### config.mk
export PLATFORM = sky130hd
export DESIGN_NAME = pfc_host
export DESIGN_NICKNAME = d
export VERILOG_FILES = /design/src/shared/pfc_pkg.sv /design/src/rtl/pfc_cycle.sv /design/src/rtl/pfc_host.sv
export VERILOG_INCLUDE_DIRS = /design/src /design/src/shared
export SDC_FILE = /design/constraint.sdc
export NUM_CORES = 1
export LEC_CHECK = 0
export CORE_MARGIN = 2
export CORE_UTILIZATION = 35
export DETAILED_ROUTE_END_ITERATION = 8
export DONT_BUFFER_PORTS = 1
export PLACE_DENSITY_LB_ADDON = 0.25
export SETUP_SLACK_MARGIN = 0.1
export SLEW_MARGIN = 20
export SYNTH_ARGS = -nofsm -noshare
export SYNTH_HDL_FRONTEND = slang
export SYNTH_SLANG_ARGS = --single-unit
### constraint.sdc
create_clock -name sys_clk_in -period 3.15 [get_ports sys_clk_in]
set_clock_uncertainty 0.1 [all_clocks]
set_input_delay 0.63 -clock sys_clk_in [delete_from_list [all_inputs] [get_ports sys_clk_in]]
set_output_delay 0.63 -clock sys_clk_in [all_outputs]
set_load 0.03 [all_outputs]
### src/shared/pfc_defs.svh
/*
 * Timing counts, command bytes and field positions for the parallel flash host controller.
 * Assumes a 250 MHz system clock; counts are derived from the printed times.
 */
`ifndef PFC_DEFS_SVH
`define PFC_DEFS_SVH

`define PFC_CLK_MHZ          250
`define PFC_WP_NS            200
`define PFC_WPH_NS           200
`define PFC_AS_NS            10
`define PFC_ACC_NS           150
`define PFC_BLC_US           150
`define PFC_WC_MS            20
`define PFC_PWRUP_MS         20
// Least times round up to whole cycles.
`define PFC_WP_CYC           ((`PFC_WP_NS * `PFC_CLK_MHZ + 999) / 1000)
`define PFC_WPH_CYC          ((`PFC_WPH_NS * `PFC_CLK_MHZ + 999) / 1000)
`define PFC_AS_CYC           ((`PFC_AS_NS * `PFC_CLK_MHZ + 999) / 1000)
`define PFC_ACC_CYC          ((`PFC_ACC_NS * `PFC_CLK_MHZ + 999) / 1000)
// Longest gap between loads rounds down; the host keeps half of it as margin.
`define PFC_BLC_CYC          ((`PFC_BLC_US * `PFC_CLK_MHZ) / 2)
`define PFC_WC_CYC           (`PFC_WC_MS * 1000 * `PFC_CLK_MHZ)
`define PFC_PWRUP_CYC        (`PFC_PWRUP_MS * 1000 * `PFC_CLK_MHZ)

`define PFC_UNLOCK_A1        15'h5555
`define PFC_UNLOCK_A2        15'h2AAA
`define PFC_UNLOCK_D1        8'hAA
`define PFC_UNLOCK_D2        8'h55
`define PFC_CMD_PROGRAM      8'hA0
`define PFC_CMD_ID_ENTRY     8'h90
`define PFC_CMD_ID_EXIT      8'hF0
`define PFC_CMD_LOCK_PRE     8'h80
`define PFC_CMD_LOCK         8'h40
`define PFC_LOCK_DATA        8'hFF
`define PFC_LOCK_LO_ADDR     19'h00000
`define PFC_LOCK_HI_ADDR     19'h7FFFF
`define PFC_TOGGLE_BIT       6
`define PFC_POLL_BIT         7
`define PFC_SECTOR_LSB       8

`endif

### src/shared/pfc_pkg.sv
/*
 * Types shared by the parallel flash host controller.
 * Assumes nothing of its surroundings.
 */
package pfc_pkg;

	// Operations that the user side may request.
	typedef enum logic [2:0] {
		PFC_OP_READ,
		PFC_OP_PROGRAM,
		PFC_OP_ID_ENTRY,
		PFC_OP_ID_EXIT,
		PFC_OP_LOCK_LO,
		PFC_OP_LOCK_HI
	} pfc_op_t;

endpackage : pfc_pkg

### src/rtl/pfc_cycle.sv
/*
 * One strobe cycle on the flash pins: a byte load or a byte read.
 * Assumes the main controller holds address and data steady while busy.
 */
`timescale 1ns/10ps
`include "pfc_defs.svh"

module pfc_cycle
	import pfc_pkg::*;
(
	input  wire logic        sys_clk_in,    // System clock.
	input  wire logic        rst_n_in,      // Synchronous reset, active low.
	input  wire logic        start_in,      // One-cycle start pulse.
	input  wire logic        write_in,      // High for a byte load, low for a read.
	input  wire logic [7:0]  wdata_in,      // Byte to load.
	input  wire logic [7:0]  dq_in,         // Data lines from the flash.
	output logic             busy_out,      // Cycle in progress.
	output logic             done_out,      // One-cycle end pulse.
	output logic [7:0]       rdata_out,     // Byte read.
	output logic             ce_n_out,      // Chip enable, active low.
	output logic             oe_n_out,      // Output enable, active low.
	output logic             we_n_out,      // Write enable, active low.
	output logic [7:0]       dq_out,        // Data driven to the flash.
	output logic             dq_oe_out      // High while driving data lines.
);

	localparam int CNT_W = 8;
	localparam logic [CNT_W-1:0] AS_C  = CNT_W'(`PFC_AS_CYC);
	localparam logic [CNT_W-1:0] WP_C  = CNT_W'(`PFC_WP_CYC);
	localparam logic [CNT_W-1:0] WPH_C = CNT_W'(`PFC_WPH_CYC);
	localparam logic [CNT_W-1:0] ACC_C = CNT_W'(`PFC_ACC_CYC);

	typedef enum {CY_IDLE, CY_SETUP, CY_PULSE, CY_HOLD} pfc_cy_st_t;

	typedef struct packed {
		pfc_cy_st_t       st;
		logic             wr;
		logic [CNT_W-1:0] cnt;
		logic             ce_n;
		logic             oe_n;
		logic             we_n;
		logic             dq_oe;
		logic [7:0]       dq;
		logic [7:0]       rdata;
		logic             done;
	} pfc_cy_t;

	pfc_cy_t s_ff;
	pfc_cy_t nxt_s;

	////////////////////////////////////////////////////////////////////////////////////////////
	// Sequencer: setup with strobes idle, pulse low, then a high time before the next cycle.
	always_comb begin
		nxt_s      = s_ff;
		nxt_s.done = 1'b0;
		case (s_ff.st)
			CY_IDLE: begin
				if (start_in) begin
					nxt_s.st    = CY_SETUP;
					nxt_s.wr    = write_in;
					nxt_s.dq    = wdata_in;
					nxt_s.dq_oe = write_in;
					nxt_s.oe_n  = 1'b1;
					nxt_s.cnt   = AS_C;
				end
			end
			CY_SETUP: begin
				if (s_ff.cnt > 1) begin
					nxt_s.cnt = s_ff.cnt - 1'b1;
				end else begin
					nxt_s.st   = CY_PULSE;
					nxt_s.ce_n = 1'b0;
					nxt_s.we_n = !s_ff.wr;
					nxt_s.oe_n = s_ff.wr;
					nxt_s.cnt  = s_ff.wr ? WP_C : ACC_C;
				end
			end
			CY_PULSE: begin
				if (s_ff.cnt > 1) begin
					nxt_s.cnt = s_ff.cnt - 1'b1;
				end else begin
					nxt_s.st    = CY_HOLD;
					nxt_s.ce_n  = 1'b1;
					nxt_s.oe_n  = 1'b1;
					nxt_s.we_n  = 1'b1;
					nxt_s.cnt   = WPH_C;
					if (!s_ff.wr) begin
						nxt_s.rdata = dq_in;
					end
				end
			end
			CY_HOLD: begin
				nxt_s.dq_oe = 1'b0;
				if (s_ff.cnt > 1) begin
					nxt_s.cnt = s_ff.cnt - 1'b1;
				end else begin
					nxt_s.st   = CY_IDLE;
					nxt_s.done = 1'b1;
				end
			end
			default: nxt_s.st = CY_IDLE;
		endcase
	end

	// State register.
	always_ff @(posedge sys_clk_in) begin
		if (!rst_n_in) begin
			s_ff <= '{st: CY_IDLE, wr: 1'b0, cnt: '0, ce_n: 1'b1, oe_n: 1'b1, we_n: 1'b1,
				dq_oe: 1'b0, dq: 8'h00, rdata: 8'h00, done: 1'b0};
		end else begin
			s_ff <= nxt_s;
		end
	end

	// Outputs straight from the state flip-flops; busy is decoded from the state.
	assign busy_out  = (s_ff.st != CY_IDLE);
	assign done_out  = s_ff.done;
	assign rdata_out = s_ff.rdata;
	assign ce_n_out  = s_ff.ce_n;
	assign oe_n_out  = s_ff.oe_n;
	assign we_n_out  = s_ff.we_n;
	assign dq_out    = s_ff.dq;
	assign dq_oe_out = s_ff.dq_oe;

	// Output enable stays high while write enable is low.
	property p_oe_high_in_load;
		@(posedge sys_clk_in) disable iff (!rst_n_in)
		!s_ff.we_n |-> s_ff.oe_n && s_ff.dq_oe && !s_ff.ce_n;
	endproperty
	a_oe_high_in_load: assert property (p_oe_high_in_load) else $error("oe low in load");

	// A write pulse lasts exactly its width count.
	property p_wp_width;
		@(posedge sys_clk_in) disable iff (!rst_n_in)
		$fell(s_ff.we_n) |-> !s_ff.we_n [*8] ##42 !s_ff.we_n ##1 s_ff.we_n;
	endproperty
	a_wp_width: assert property (p_wp_width) else $error("write pulse width wrong");

endmodule : pfc_cycle

### src/rtl/pfc_host.sv
/*
 * Host controller for an asynchronous parallel flash: reads, sector programming,
 * software identification entry and exit, and boot block lockout.
 * Assumes the flash pins are wired directly; the bench resolves the data bus from dq_oe_out.
 */
`timescale 1ns/10ps
`include "pfc_defs.svh"

module pfc_host
	import pfc_pkg::*;
#(
	parameter int  PWRUP_CYC = `PFC_PWRUP_CYC,  // Power-up wait in cycles.
	parameter int  WC_CYC    = `PFC_WC_CYC,     // Write cycle limit in cycles.
	parameter int  BLC_CYC   = `PFC_BLC_CYC,    // Longest gap between loads.
	parameter int  SECT_SZ   = 256              // Bytes per sector.
) (
	input  wire logic        sys_clk_in,    // System clock, 250 MHz.
	input  wire logic        rst_n_in,      // Synchronous reset, active low.
	input  wire logic        req_valid_in,  // Request offered.
	output logic             req_ready_out, // Request taken when valid.
	input  wire pfc_op_t     req_op_in,     // Operation.
	input  wire logic [18:0] req_addr_in,   // Byte address or sector base.
	input  wire logic [7:0]  wr_valid_in,   // Unused upper bits; bit 0 marks a byte offered.
	output logic             wr_ready_out,  // Program byte taken.
	input  wire logic [7:0]  wr_data_in,    // Program byte, in sector order.
	output logic             rsp_valid_out, // One-cycle end pulse.
	output logic [7:0]       rsp_data_out,  // Read data.
	output logic             rsp_timeout_out, // Write cycle overran its limit.
	output logic [18:0]      addr_out,      // Flash address lines.
	output logic             ce_n_out,      // Chip enable, active low.
	output logic             oe_n_out,      // Output enable, active low.
	output logic             we_n_out,      // Write enable, active low.
	input  wire logic [7:0]  dq_in,         // Data lines from flash.
	output logic [7:0]       dq_out,        // Data lines to flash.
	output logic             dq_oe_out      // High while host drives data.
);

	localparam int TW = 24;
	localparam logic [7:0] SECT_LAST = 8'(SECT_SZ - 1);

	typedef enum {ST_PWRUP, ST_IDLE, ST_CMD, ST_DATA, ST_READ, ST_POLL, ST_PAUSE} pfc_st_t;

	typedef struct packed {
		pfc_st_t     st;
		pfc_op_t     op;
		logic [2:0]  step;
		logic [7:0]  idx;
		logic [18:0] addr;
		logic [7:0]  wdata;
		logic        cy_wr;
		logic        cy_go;
		logic [TW-1:0] tmr;
		logic        have_prev;
		logic [7:0]  prev;
		logic        rsp;
		logic        tout;
		logic [7:0]  rdata;
	} pfc_s_t;

	pfc_s_t s_ff;
	pfc_s_t nxt_s;

	logic       cy_busy;
	logic       cy_done;
	logic [7:0] cy_rdata;
	logic [2:0] seq_len;
	logic [7:0] seq_d;
	logic [14:0] seq_a;

	////////////////////////////////////////////////////////////////////////////////////////////
	// Strobe cycle engine.
	pfc_cycle u_cycle (
		.sys_clk_in (sys_clk_in),
		.rst_n_in   (rst_n_in),
		.start_in   (s_ff.cy_go),
		.write_in   (s_ff.cy_wr),
		.wdata_in   (s_ff.wdata),
		.dq_in      (dq_in),
		.busy_out   (cy_busy),
		.done_out   (cy_done),
		.rdata_out  (cy_rdata),
		.ce_n_out   (ce_n_out),
		.oe_n_out   (oe_n_out),
		.we_n_out   (we_n_out),
		.dq_out     (dq_out),
		.dq_oe_out  (dq_oe_out)
	);

	////////////////////////////////////////////////////////////////////////////////////////////
	// Command table: unlock prefix, then the operation byte, then for lockout a second prefix.
	always_comb begin
		seq_a = `PFC_UNLOCK_A1;
		seq_d = `PFC_UNLOCK_D1;
		seq_len = 3'd3;
		if (s_ff.op == PFC_OP_LOCK_LO || s_ff.op == PFC_OP_LOCK_HI) begin
			seq_len = 3'd6;
		end
		case (s_ff.step)
			3'd0, 3'd3: begin
				seq_a = `PFC_UNLOCK_A1;
				seq_d = `PFC_UNLOCK_D1;
			end
			3'd1, 3'd4: begin
				seq_a = `PFC_UNLOCK_A2;
				seq_d = `PFC_UNLOCK_D2;
			end
			3'd2: begin
				seq_a = `PFC_UNLOCK_A1;
				case (s_ff.op)
					PFC_OP_PROGRAM:  seq_d = `PFC_CMD_PROGRAM;
					PFC_OP_ID_ENTRY: seq_d = `PFC_CMD_ID_ENTRY;
					PFC_OP_ID_EXIT:  seq_d = `PFC_CMD_ID_EXIT;
					default:         seq_d = `PFC_CMD_LOCK_PRE;
				endcase
			end
			default: begin
				seq_a = `PFC_UNLOCK_A1;
				seq_d = `PFC_CMD_LOCK;
			end
		endcase
	end

	////////////////////////////////////////////////////////////////////////////////////////////
	// Main sequencer.
	always_comb begin
		nxt_s       = s_ff;
		nxt_s.cy_go = 1'b0;
		nxt_s.rsp   = 1'b0;
		case (s_ff.st)
			ST_PWRUP: begin
				if (s_ff.tmr >= TW'(PWRUP_CYC - 1)) begin
					nxt_s.st = ST_IDLE;
				end else begin
					nxt_s.tmr = s_ff.tmr + 1'b1;
				end
			end
			ST_IDLE: begin
				if (req_valid_in) begin
					nxt_s.op   = req_op_in;
					nxt_s.step = 3'd0;
					nxt_s.idx  = 8'h00;
					nxt_s.tout = 1'b0;
					nxt_s.have_prev = 1'b0;
					if (req_op_in == PFC_OP_READ) begin
						nxt_s.st    = ST_READ;
						nxt_s.addr  = req_addr_in;
						nxt_s.cy_wr = 1'b0;
						nxt_s.cy_go = 1'b1;
					end else begin
						nxt_s.st = ST_CMD;
						nxt_s.addr = (req_op_in == PFC_OP_LOCK_HI) ? `PFC_LOCK_HI_ADDR :
							(req_op_in == PFC_OP_LOCK_LO) ? `PFC_LOCK_LO_ADDR : req_addr_in;
					end
				end
			end
			ST_CMD: begin
				if (!cy_busy && !s_ff.cy_go) begin
					if (s_ff.step == seq_len) begin
						nxt_s.st = (s_ff.op == PFC_OP_PROGRAM || s_ff.op == PFC_OP_LOCK_LO ||
							s_ff.op == PFC_OP_LOCK_HI) ? ST_DATA : ST_PAUSE;
						nxt_s.tmr = '0;
					end else begin
						nxt_s.wdata = seq_d;
						nxt_s.cy_wr = 1'b1;
						nxt_s.cy_go = 1'b1;
						nxt_s.step  = s_ff.step + 1'b1;
					end
				end
			end
			ST_DATA: begin
				nxt_s.tmr = s_ff.tmr + 1'b1;
				// Lockout sends its fixed byte at once; program bytes wait for the source.
				if (!cy_busy && !s_ff.cy_go && (wr_valid_in[0] || s_ff.op != PFC_OP_PROGRAM)) begin
					nxt_s.wdata = (s_ff.op == PFC_OP_PROGRAM) ? wr_data_in : `PFC_LOCK_DATA;
					nxt_s.cy_wr = 1'b1;
					nxt_s.cy_go = 1'b1;
					nxt_s.tmr   = '0;
					// The offset is latched with the byte, so the load lands where it belongs.
					if (s_ff.op == PFC_OP_PROGRAM) begin
						nxt_s.addr = {s_ff.addr[18:`PFC_SECTOR_LSB], s_ff.idx};
					end
					if (s_ff.op != PFC_OP_PROGRAM || s_ff.idx == SECT_LAST) begin
						nxt_s.st = (s_ff.op == PFC_OP_PROGRAM) ? ST_POLL : ST_PAUSE;
					end
					nxt_s.idx = s_ff.idx + 1'b1;
				end
			end
			ST_POLL: begin
				nxt_s.tmr = s_ff.tmr + 1'b1;
				if (s_ff.tmr >= TW'(WC_CYC - 1)) begin
					nxt_s.st = ST_IDLE;
					nxt_s.tout = 1'b1;
					nxt_s.rsp = 1'b1;
				end else if (!cy_busy && !s_ff.cy_go) begin
					// The end of the last byte load is not a polling read.
					if (cy_done && !s_ff.cy_wr) begin
						nxt_s.prev = cy_rdata;
						nxt_s.have_prev = 1'b1;
						if (s_ff.have_prev && cy_rdata[`PFC_TOGGLE_BIT] ==
							s_ff.prev[`PFC_TOGGLE_BIT]) begin
							nxt_s.st = ST_IDLE;
							nxt_s.rsp = 1'b1;
						end
					end else begin
						nxt_s.cy_wr = 1'b0;
						nxt_s.cy_go = 1'b1;
					end
				end
			end
			ST_PAUSE: begin
				nxt_s.tmr = s_ff.tmr + 1'b1;
				if (s_ff.tmr >= TW'(WC_CYC - 1)) begin
					nxt_s.st  = ST_IDLE;
					nxt_s.rsp = 1'b1;
				end
			end
			ST_READ: begin
				if (cy_done) begin
					nxt_s.rdata = cy_rdata;
					nxt_s.rsp   = 1'b1;
					nxt_s.st    = ST_IDLE;
				end
			end
			default: nxt_s.st = ST_IDLE;
		endcase
	end

	// State register.
	always_ff @(posedge sys_clk_in) begin
		if (!rst_n_in) begin
			s_ff <= '{st: ST_PWRUP, op: PFC_OP_READ, step: 3'd0, idx: 8'h00, addr: 19'h00000,
				wdata: 8'h00, cy_wr: 1'b0, cy_go: 1'b0, tmr: '0, have_prev: 1'b0,
				prev: 8'h00, rsp: 1'b0, tout: 1'b0, rdata: 8'h00};
		end else begin
			s_ff <= nxt_s;
		end
	end

	// Address mux: command cycles use the unlock address; address bits 18:15 stay on the upper lines.
	always_comb begin
		addr_out = s_ff.addr;
		if (s_ff.st == ST_CMD) begin
			addr_out = {s_ff.addr[18:15], seq_a};
			if (s_ff.step != 3'd0) begin
				addr_out = {s_ff.addr[18:15], s_ff.step == 3'd2 || s_ff.step == 3'd5 ?
					`PFC_UNLOCK_A2 : `PFC_UNLOCK_A1};
			end
		end else if (s_ff.st == ST_DATA) begin
			addr_out = s_ff.addr;
		end
	end

	// Handshakes and answers.
	assign req_ready_out   = (s_ff.st == ST_IDLE);
	assign wr_ready_out    = (s_ff.st == ST_DATA) && !cy_busy && !s_ff.cy_go &&
		(s_ff.op == PFC_OP_PROGRAM);
	assign rsp_valid_out   = s_ff.rsp;
	assign rsp_data_out    = s_ff.rdata;
	assign rsp_timeout_out = s_ff.tout;

	// The sector address never changes within a program load.
	property p_sector_stable;
		@(posedge sys_clk_in) disable iff (!rst_n_in)
		(s_ff.st == ST_DATA) && $fell(we_n_out) && $past(s_ff.st) == ST_DATA |->
		addr_out[18:8] == $past(addr_out[18:8]);
	endproperty
	a_sector_stable: assert property (p_sector_stable) else $error("sector moved");

	// No strobe before the power-up wait ends.
	property p_pwrup_quiet;
		@(posedge sys_clk_in) disable iff (!rst_n_in)
		s_ff.st == ST_PWRUP |-> ce_n_out && we_n_out;
	endproperty
	a_pwrup_quiet: assert property (p_pwrup_quiet) else $error("strobe in power-up");

	// A load opens well inside the window after a byte is offered.
	property p_load_gap;
		@(posedge sys_clk_in) disable iff (!rst_n_in)
		wr_valid_in[0] && wr_ready_out |-> ##[1:10] !we_n_out;
	endproperty
	a_load_gap: assert property (p_load_gap) else $error("load late");

	// Address is constant while polling reads are strobed.
	property p_poll_addr;
		@(posedge sys_clk_in) disable iff (!rst_n_in)
		s_ff.st == ST_POLL && $past(s_ff.st) == ST_POLL |-> $stable(addr_out);
	endproperty
	a_poll_addr: assert property (p_poll_addr) else $error("poll address moved");

	// The gap since the last load stays inside the host's share of the byte-load window.
	property p_load_window;
		@(posedge sys_clk_in) disable iff (!rst_n_in)
		s_ff.st == ST_DATA |-> s_ff.tmr < TW'(BLC_CYC);
	endproperty
	a_load_window: assert property (p_load_window) else $error("load window overrun");

endmodule : pfc_host

Word-level counts from Yosys, hierarchy flattened
Cells that the tools add are included.
{"block": "totals", "input_bits": 49, "word_cells": 220, "output_inout_bits": 43, "regBits": 180}
{"block": "op_classes", "n_reduce_logical": 58, "eq_ne": 52, "magnitude_cmp": 2, "bitwise_logic": 4, "addsub": 4, "muxes": 75}
{"cell": "32-bit two-way mux", "count": 13}
{"cell": "32-bit one-hot mux with 6 select lines", "count": 1}
{"cell": "32-bit by 2-bit == test with 1-bit output (second input constant)", "count": 5}
{"cell": "32-bit by 3-bit == test with 1-bit output (second input constant)", "count": 5}
{"cell": "32-bit one-hot mux with 4 select lines", "count": 1}
{"cell": "24-bit one-hot mux with 4 select lines", "count": 1}
{"cell": "65-bit two-way mux", "count": 1}
{"cell": "32-bit by 1-bit == test with 1-bit output (second input constant)", "count": 2}
{"cell": "32-bit logical NOT", "count": 2}
{"cell": "61-bit two-way mux", "count": 1}
{"cell": "15-bit two-way mux", "count": 4}
{"cell": "19-bit two-way mux", "count": 3}
{"cell": "27-bit one-hot mux with 2 select lines", "count": 1}
{"cell": "24-bit two-way mux", "count": 2}
{"cell": "41-bit two-way mux", "count": 1}
{"cell": "8-bit two-way mux", "count": 5}
{"cell": "2-bit != test (second input constant)", "count": 18}
{"cell": "34-bit two-way mux", "count": 1}
{"cell": "8-bit one-hot mux with 4 select lines", "count": 1}
{"cell": "32-bit nonzero test", "count": 1}
{"cell": "10-bit two-way mux", "count": 3}
{"cell": "4-bit AND reduction", "count": 7}
{"cell": "24-bit by 1-bit adder with 24-bit output (second input constant)", "count": 1}
{"cell": "24-bit by 23-bit greater-or-equal comparator with 1-bit output (second input constant)", "count": 1}
{"cell": "other kinds (39)", "count": 114}

Longest topological paths before layout
{"block": "logic_depth", "word_depth": 7, "ltp_mapped": 10, "ltp_nobuf": 8}

Cells and area by module
From an unflattened synthesis, not the netlist that was laid out.
{"block": "unflattened", "hier_cells": 782, "hier_area_um2": 6208.5}
{"mod": "pfc_host", "seq_area_each_um2": 1641.6, "area_each_um2": 4450.5, "cells_per_inst": 566, "n_inst": 1}
{"mod": "pfc_cycle", "seq_area_each_um2": 640.6, "area_each_um2": 1757.9, "cells_per_inst": 216, "n_inst": 1}

Least setup slack after synthesis
No wires, ideal clock.
{"block": "synth_path", "path_type": "register to output", "from": "register s_ff[86] in the netlist's numbering", "to": "output addr_out[11]", "t_required_ns": 2.420, "path_slack_ns": 0.603, "path_buffers": 3, "stages_incl_launch_ff": 7, "arrival_ns": 1.817, "cell_sequence": "dfxtp_1 > clkbuf_1 > clkbuf_1 > nor2_1 > nand3_1 > clkbuf_1 > o21a_1"}
{"block": "synth_between", "elab_chain_cells": 2}
{"element": "from (decl)", "line_no": "pfc_host.sv:60", "text": "pfc_s_t s_ff;"}
{"element": "from (signal assigned)", "line_no": "pfc_host.sv:231", "text": "s_ff <= '{st: ST_PWRUP, op: PFC_OP_READ, step: 3'd0, idx: 8'h00, addr: 19'h00000,"}
{"element": "from (signal assigned)", "line_no": "pfc_host.sv:235", "text": "s_ff <= nxt_s;"}
{"element": "32-bit by 3-bit == test with 1-bit output", "line_no": "pfc_host.sv:242", "text": "if (s_ff.st == ST_CMD) begin"}
{"element": "15-bit two-way mux", "line_no": "pfc_host.sv:242"}
{"element": "to (decl)", "line_no": "pfc_host.sv:29", "text": "output logic [18:0] addr_out,"}
Every way passes these cells.

Worst setup path in the final report
{"block": "layout_path", "from": "register s_ff[81] in the netlist's numbering", "to": "output addr_out[14]"}
{"block": "layout_between", "elab_chain_cells": 5, "elab_cells_between_ends": 11, "classes_between": "eq/ne: 4; mux: 4; reduce/logical: 3"}
{"element": "3-bit by 1-bit == test with 1-bit output (tied with other cells)", "line_no": "pfc_host.sv:98", "text": "case (s_ff.step)"}
{"element": "2-bit OR reduction or 1-bit logical OR (tied branches)", "line_no": "pfc_host.sv:98, pfc_host.sv:245"}
{"element": "15-bit two-way mux, on equally long branches"}
{"element": "15-bit two-way mux (*)", "line_no": "pfc_host.sv:244", "text": "if (s_ff.step != 3'd0) begin"}
{"element": "15-bit two-way mux (*)", "line_no": "pfc_host.sv:242"}
Every way passes the cells marked *; elsewhere a longest branch is shown, timed or not.

==> summary.txt <==
Global routing
  – Largest net degree at the start of global routing: 43
  – All-layer global routing usage: 0.1830
  – Vias in the first global route: 5288
  – First-pass GRT wire length: 27.03 mm
  – Initial antenna violation count: 0
  – Grt total ovfl: 0

Route
  – Post-route ant nets: 0
  – Wire length per cell: between 15 and 20 um
  – Via-per-instance ratio: roughly 5.6
  – Final wirelength: around 17 mm
  – Routed vias: about 5800
  – DRT iter0 DRCs: 357
  – Residual DRC: 0
  – Pre-antenna DRT Iters: 5

Synthesis
  – Synth area leader: dfxtp_1
  – Synth Area in Compound Gates: 0.2329
  – Largest family of logic cells by synthesized area: simple AND/OR/NAND/NOR gates
  – Post-synthesis instance total: 811
  – FF+latch count, synth: ~110
  – Register area share after synthesis: 0.3666
  – Synth Flop Type: dfxtp_1
  – Distinct cells, synth: 65
  – Commonest cells in the netlist: nand2_1, dfxtp_1, a21oi_1, o21ai_0, nor2_1
  – Most frequent cell after synthesis: nand2_1
  – Syn avg cell area: around 7.7 um2
  – Top cell type's share of synthesized area: 0.3666
  – XOR/XNOR Fraction of Synth Area: 0.01266
  – Synth Area in Simple Gates: 0.2759
  – Top post-synthesis cells by area: dfxtp_1, nand2_1, a21oi_1
  – EDFF count, synth: 0
  – Synthesized Nets: between 800 and 900
  – Multiplexer share of the synthesized area: 0.02572
  – Post-synth ARST share: 0
  – Ys Warns: 0
  – Adder-Cell Fraction of Synth Area: 0.02613
  – Post-Syn Area: 6226 um2

Clock network
  – Root buffer cell: clkbuf_16
  – CTS max path bufs: 2
  – CTS Sinks: approximately 110
  – CTS buffer count: 17
  – H-tree depth: 4
  – Clk slew on worst S/H paths: 0.06 ns
  – Skew-Pair Late Insertion Delay: 0.42 ns
  – CTS tree: yes

Final layout
  – Antenna diode count: 0
  – Fraction of final layout cells sized beyond drive strength 1: 0.1009
  – # nets final: 862
  – Fin cells: 1038
  – Area growth syn-to-layout: 13.91%

Timing
  – Final WS setup: 0.3472 ns
  – Hold WS: between 0.15 and 0.2 ns
  – Hold Vio Cnt, Final: 0
  – TNS Setup: 0 ns
  – Worst-Margin Slew: ~1.0 ns
  – # setup viols final: 0
  – Fin crit share: 0.8898
  – RSZ-0062 raised after global routing: no
  – Final Max Slew Viols: 0
  – Minimum clock period: ~2.8 ns
  – Fmax achieved: around 0.36 GHz
  – Max-slew headroom: 0.3235

Floorplanning
  – Ports: 92
  – Die Footprint: between 15000 and 20000 um2
  – Die width: 137.4 um
  – Starting density of the core: 0.3587
  – Num rows: 48
  – Y dimension of the die: 137.4 um
  – Core Area: 17360 um2

Critical path
  – Crit path launch type: flip-flop
  – Critical path arrival: 2.07 ns
  – Category of the critical setup timing path: reg -> out
  – CP Data Required Time: approximately 2.4 ns
  – Crit end category: output pin
  – Crit Path Max Fanout: 15

Run
  – Number of max-cap violations: 0

Placed design
  – PortBufs: 0
  – Setup slack at placement: 0.5452 ns
  – Dpl cells: 1005
  – Placed wire-length estimate: 11.84 mm
  – GPL Wtd Cong: 0.8597

Run status
  – Run status: complete, no violations

Pwr
  – Pwr dens: 511.5 nW/um2
  – Leakage: 2.561 nW
  – VDD IR-drop max: 0.3841 mV

Worst hold path
  – Hold WC Path Type: in -> reg
-- repair_timing --
action | 4_1_cts | 5_1_grt
setup endpoints to repair | 15 | 14
buffers inserted | 0 | 1
pin swaps | 0 | 1
cloned | 0 | 0
hold buffers | 0 | 0
gates resized for setup | 1 | 0
-- layer usage --
metal / wire, um / track usage / up-vias
met5: 0 / 0 / -
met4: 206 / 0.06128 / 0
met3: 1174 / 0.05629 / 15
met2: 7082 / 0.2703 / 162
met1: 8121 / 0.2523 / 2686
li1: - / - / 2901
-- per-stage QoR --
step / area (um2) / util / power [W]
floorplan: 6226 / - / 0.001523
global placement: 6416 / 0.3697 / 0.001538
detailed placement: 6416 / 0.3697 / 0.001538
CTS: 7072 / 0.4074 / 0.003670
global route: 7092 / 0.4086 / 0.003740
finish: 7092 / 0.4086 / 0.003627
-- registers in the layout, summed over array words and instances (netlist names) --
register	cells
rsp_data_out	8
u_cycle.ce_n_out	1
rsp_timeout_out	1
u_cycle.done_out	1
u_cycle.we_n_out	1
u_cycle.oe_n_out	1
s_ff	72
u_cycle.s_ff	11
u_cycle.dq_out	8
u_cycle.rdata_out	8
u_cycle.dq_oe_out	1
rsp_valid_out	1
-- power by group --
part           internal, W  switching [W]
combinational    0.0000177      0.0000389
clock              0.00142       0.000702
sequential         0.00145     0.00000480
-- placed cells by master, fill, tap and decap left out, types with 7 or more instances in the layout --
master,n
nand4_1,18
nor4_1,7
dfxtp_1,114
and3_1,13
buf_4,29
nor2_1,55
inv_1,11
nor2b_1,8
mux2i_1,16
and2_1,11
clkbuf_16,17
o21ai_0,56
a31oi_1,17
a21oi_1,71
ha_1,13
nor3_1,18
o21a_1,14
nand2b_1,22
nand3_1,31
nand2_1,143
o22ai_1,12
a211oi_1,9
-- critical path: stages (launching register included) --
cell and delay, ns:
dfxtp_1 0.52, inv_1 0.11, ha_1 0.28, o21ai_0 0.23, nand3_2 0.13, buf_12 0.17, nand2_1 0.06, buf_4 0.15
-- cells by family (layout without fill, tap and decap cells) --
kind of cell,count (synthesis),count (layout)
adders and majority gates,13,13
and+or+nand+nor,356,356
muxes,16,16
DFF,114,114
buffers and inverters,73,75
xor gates and xnor gates,9,9
AOI/OAI and AO/OA,230,230
-- path summary, 6_finish.rpt --
check,startpoint,to,slack [ns],cells past startpoint
worst max-delay path,s_ff[81],addr_out[14],0.35,7
worst min-delay path,rst_n_in,u_cycle.we_n_out,0.19,1
worst max register to register,u_cycle.s_ff[30],s_ff[55],0.54,7
worst min register to register,u_cycle.rdata_out[1],rsp_data_out[1],0.35,2
-- final cells by class --
class / instances / area [um2]
clock inverters: 14 / 211.5
clock buffers: 18 / 439.2
fillers: 1782 / 10260
repair buffers: 31 / 257.7
inverters: 12 / 45.04
flip-flops and latches: 114 / 2282
multi-input cells: 624 / 3575
well taps: 225 / 281.5
Power figures use the tool's default switching activity.
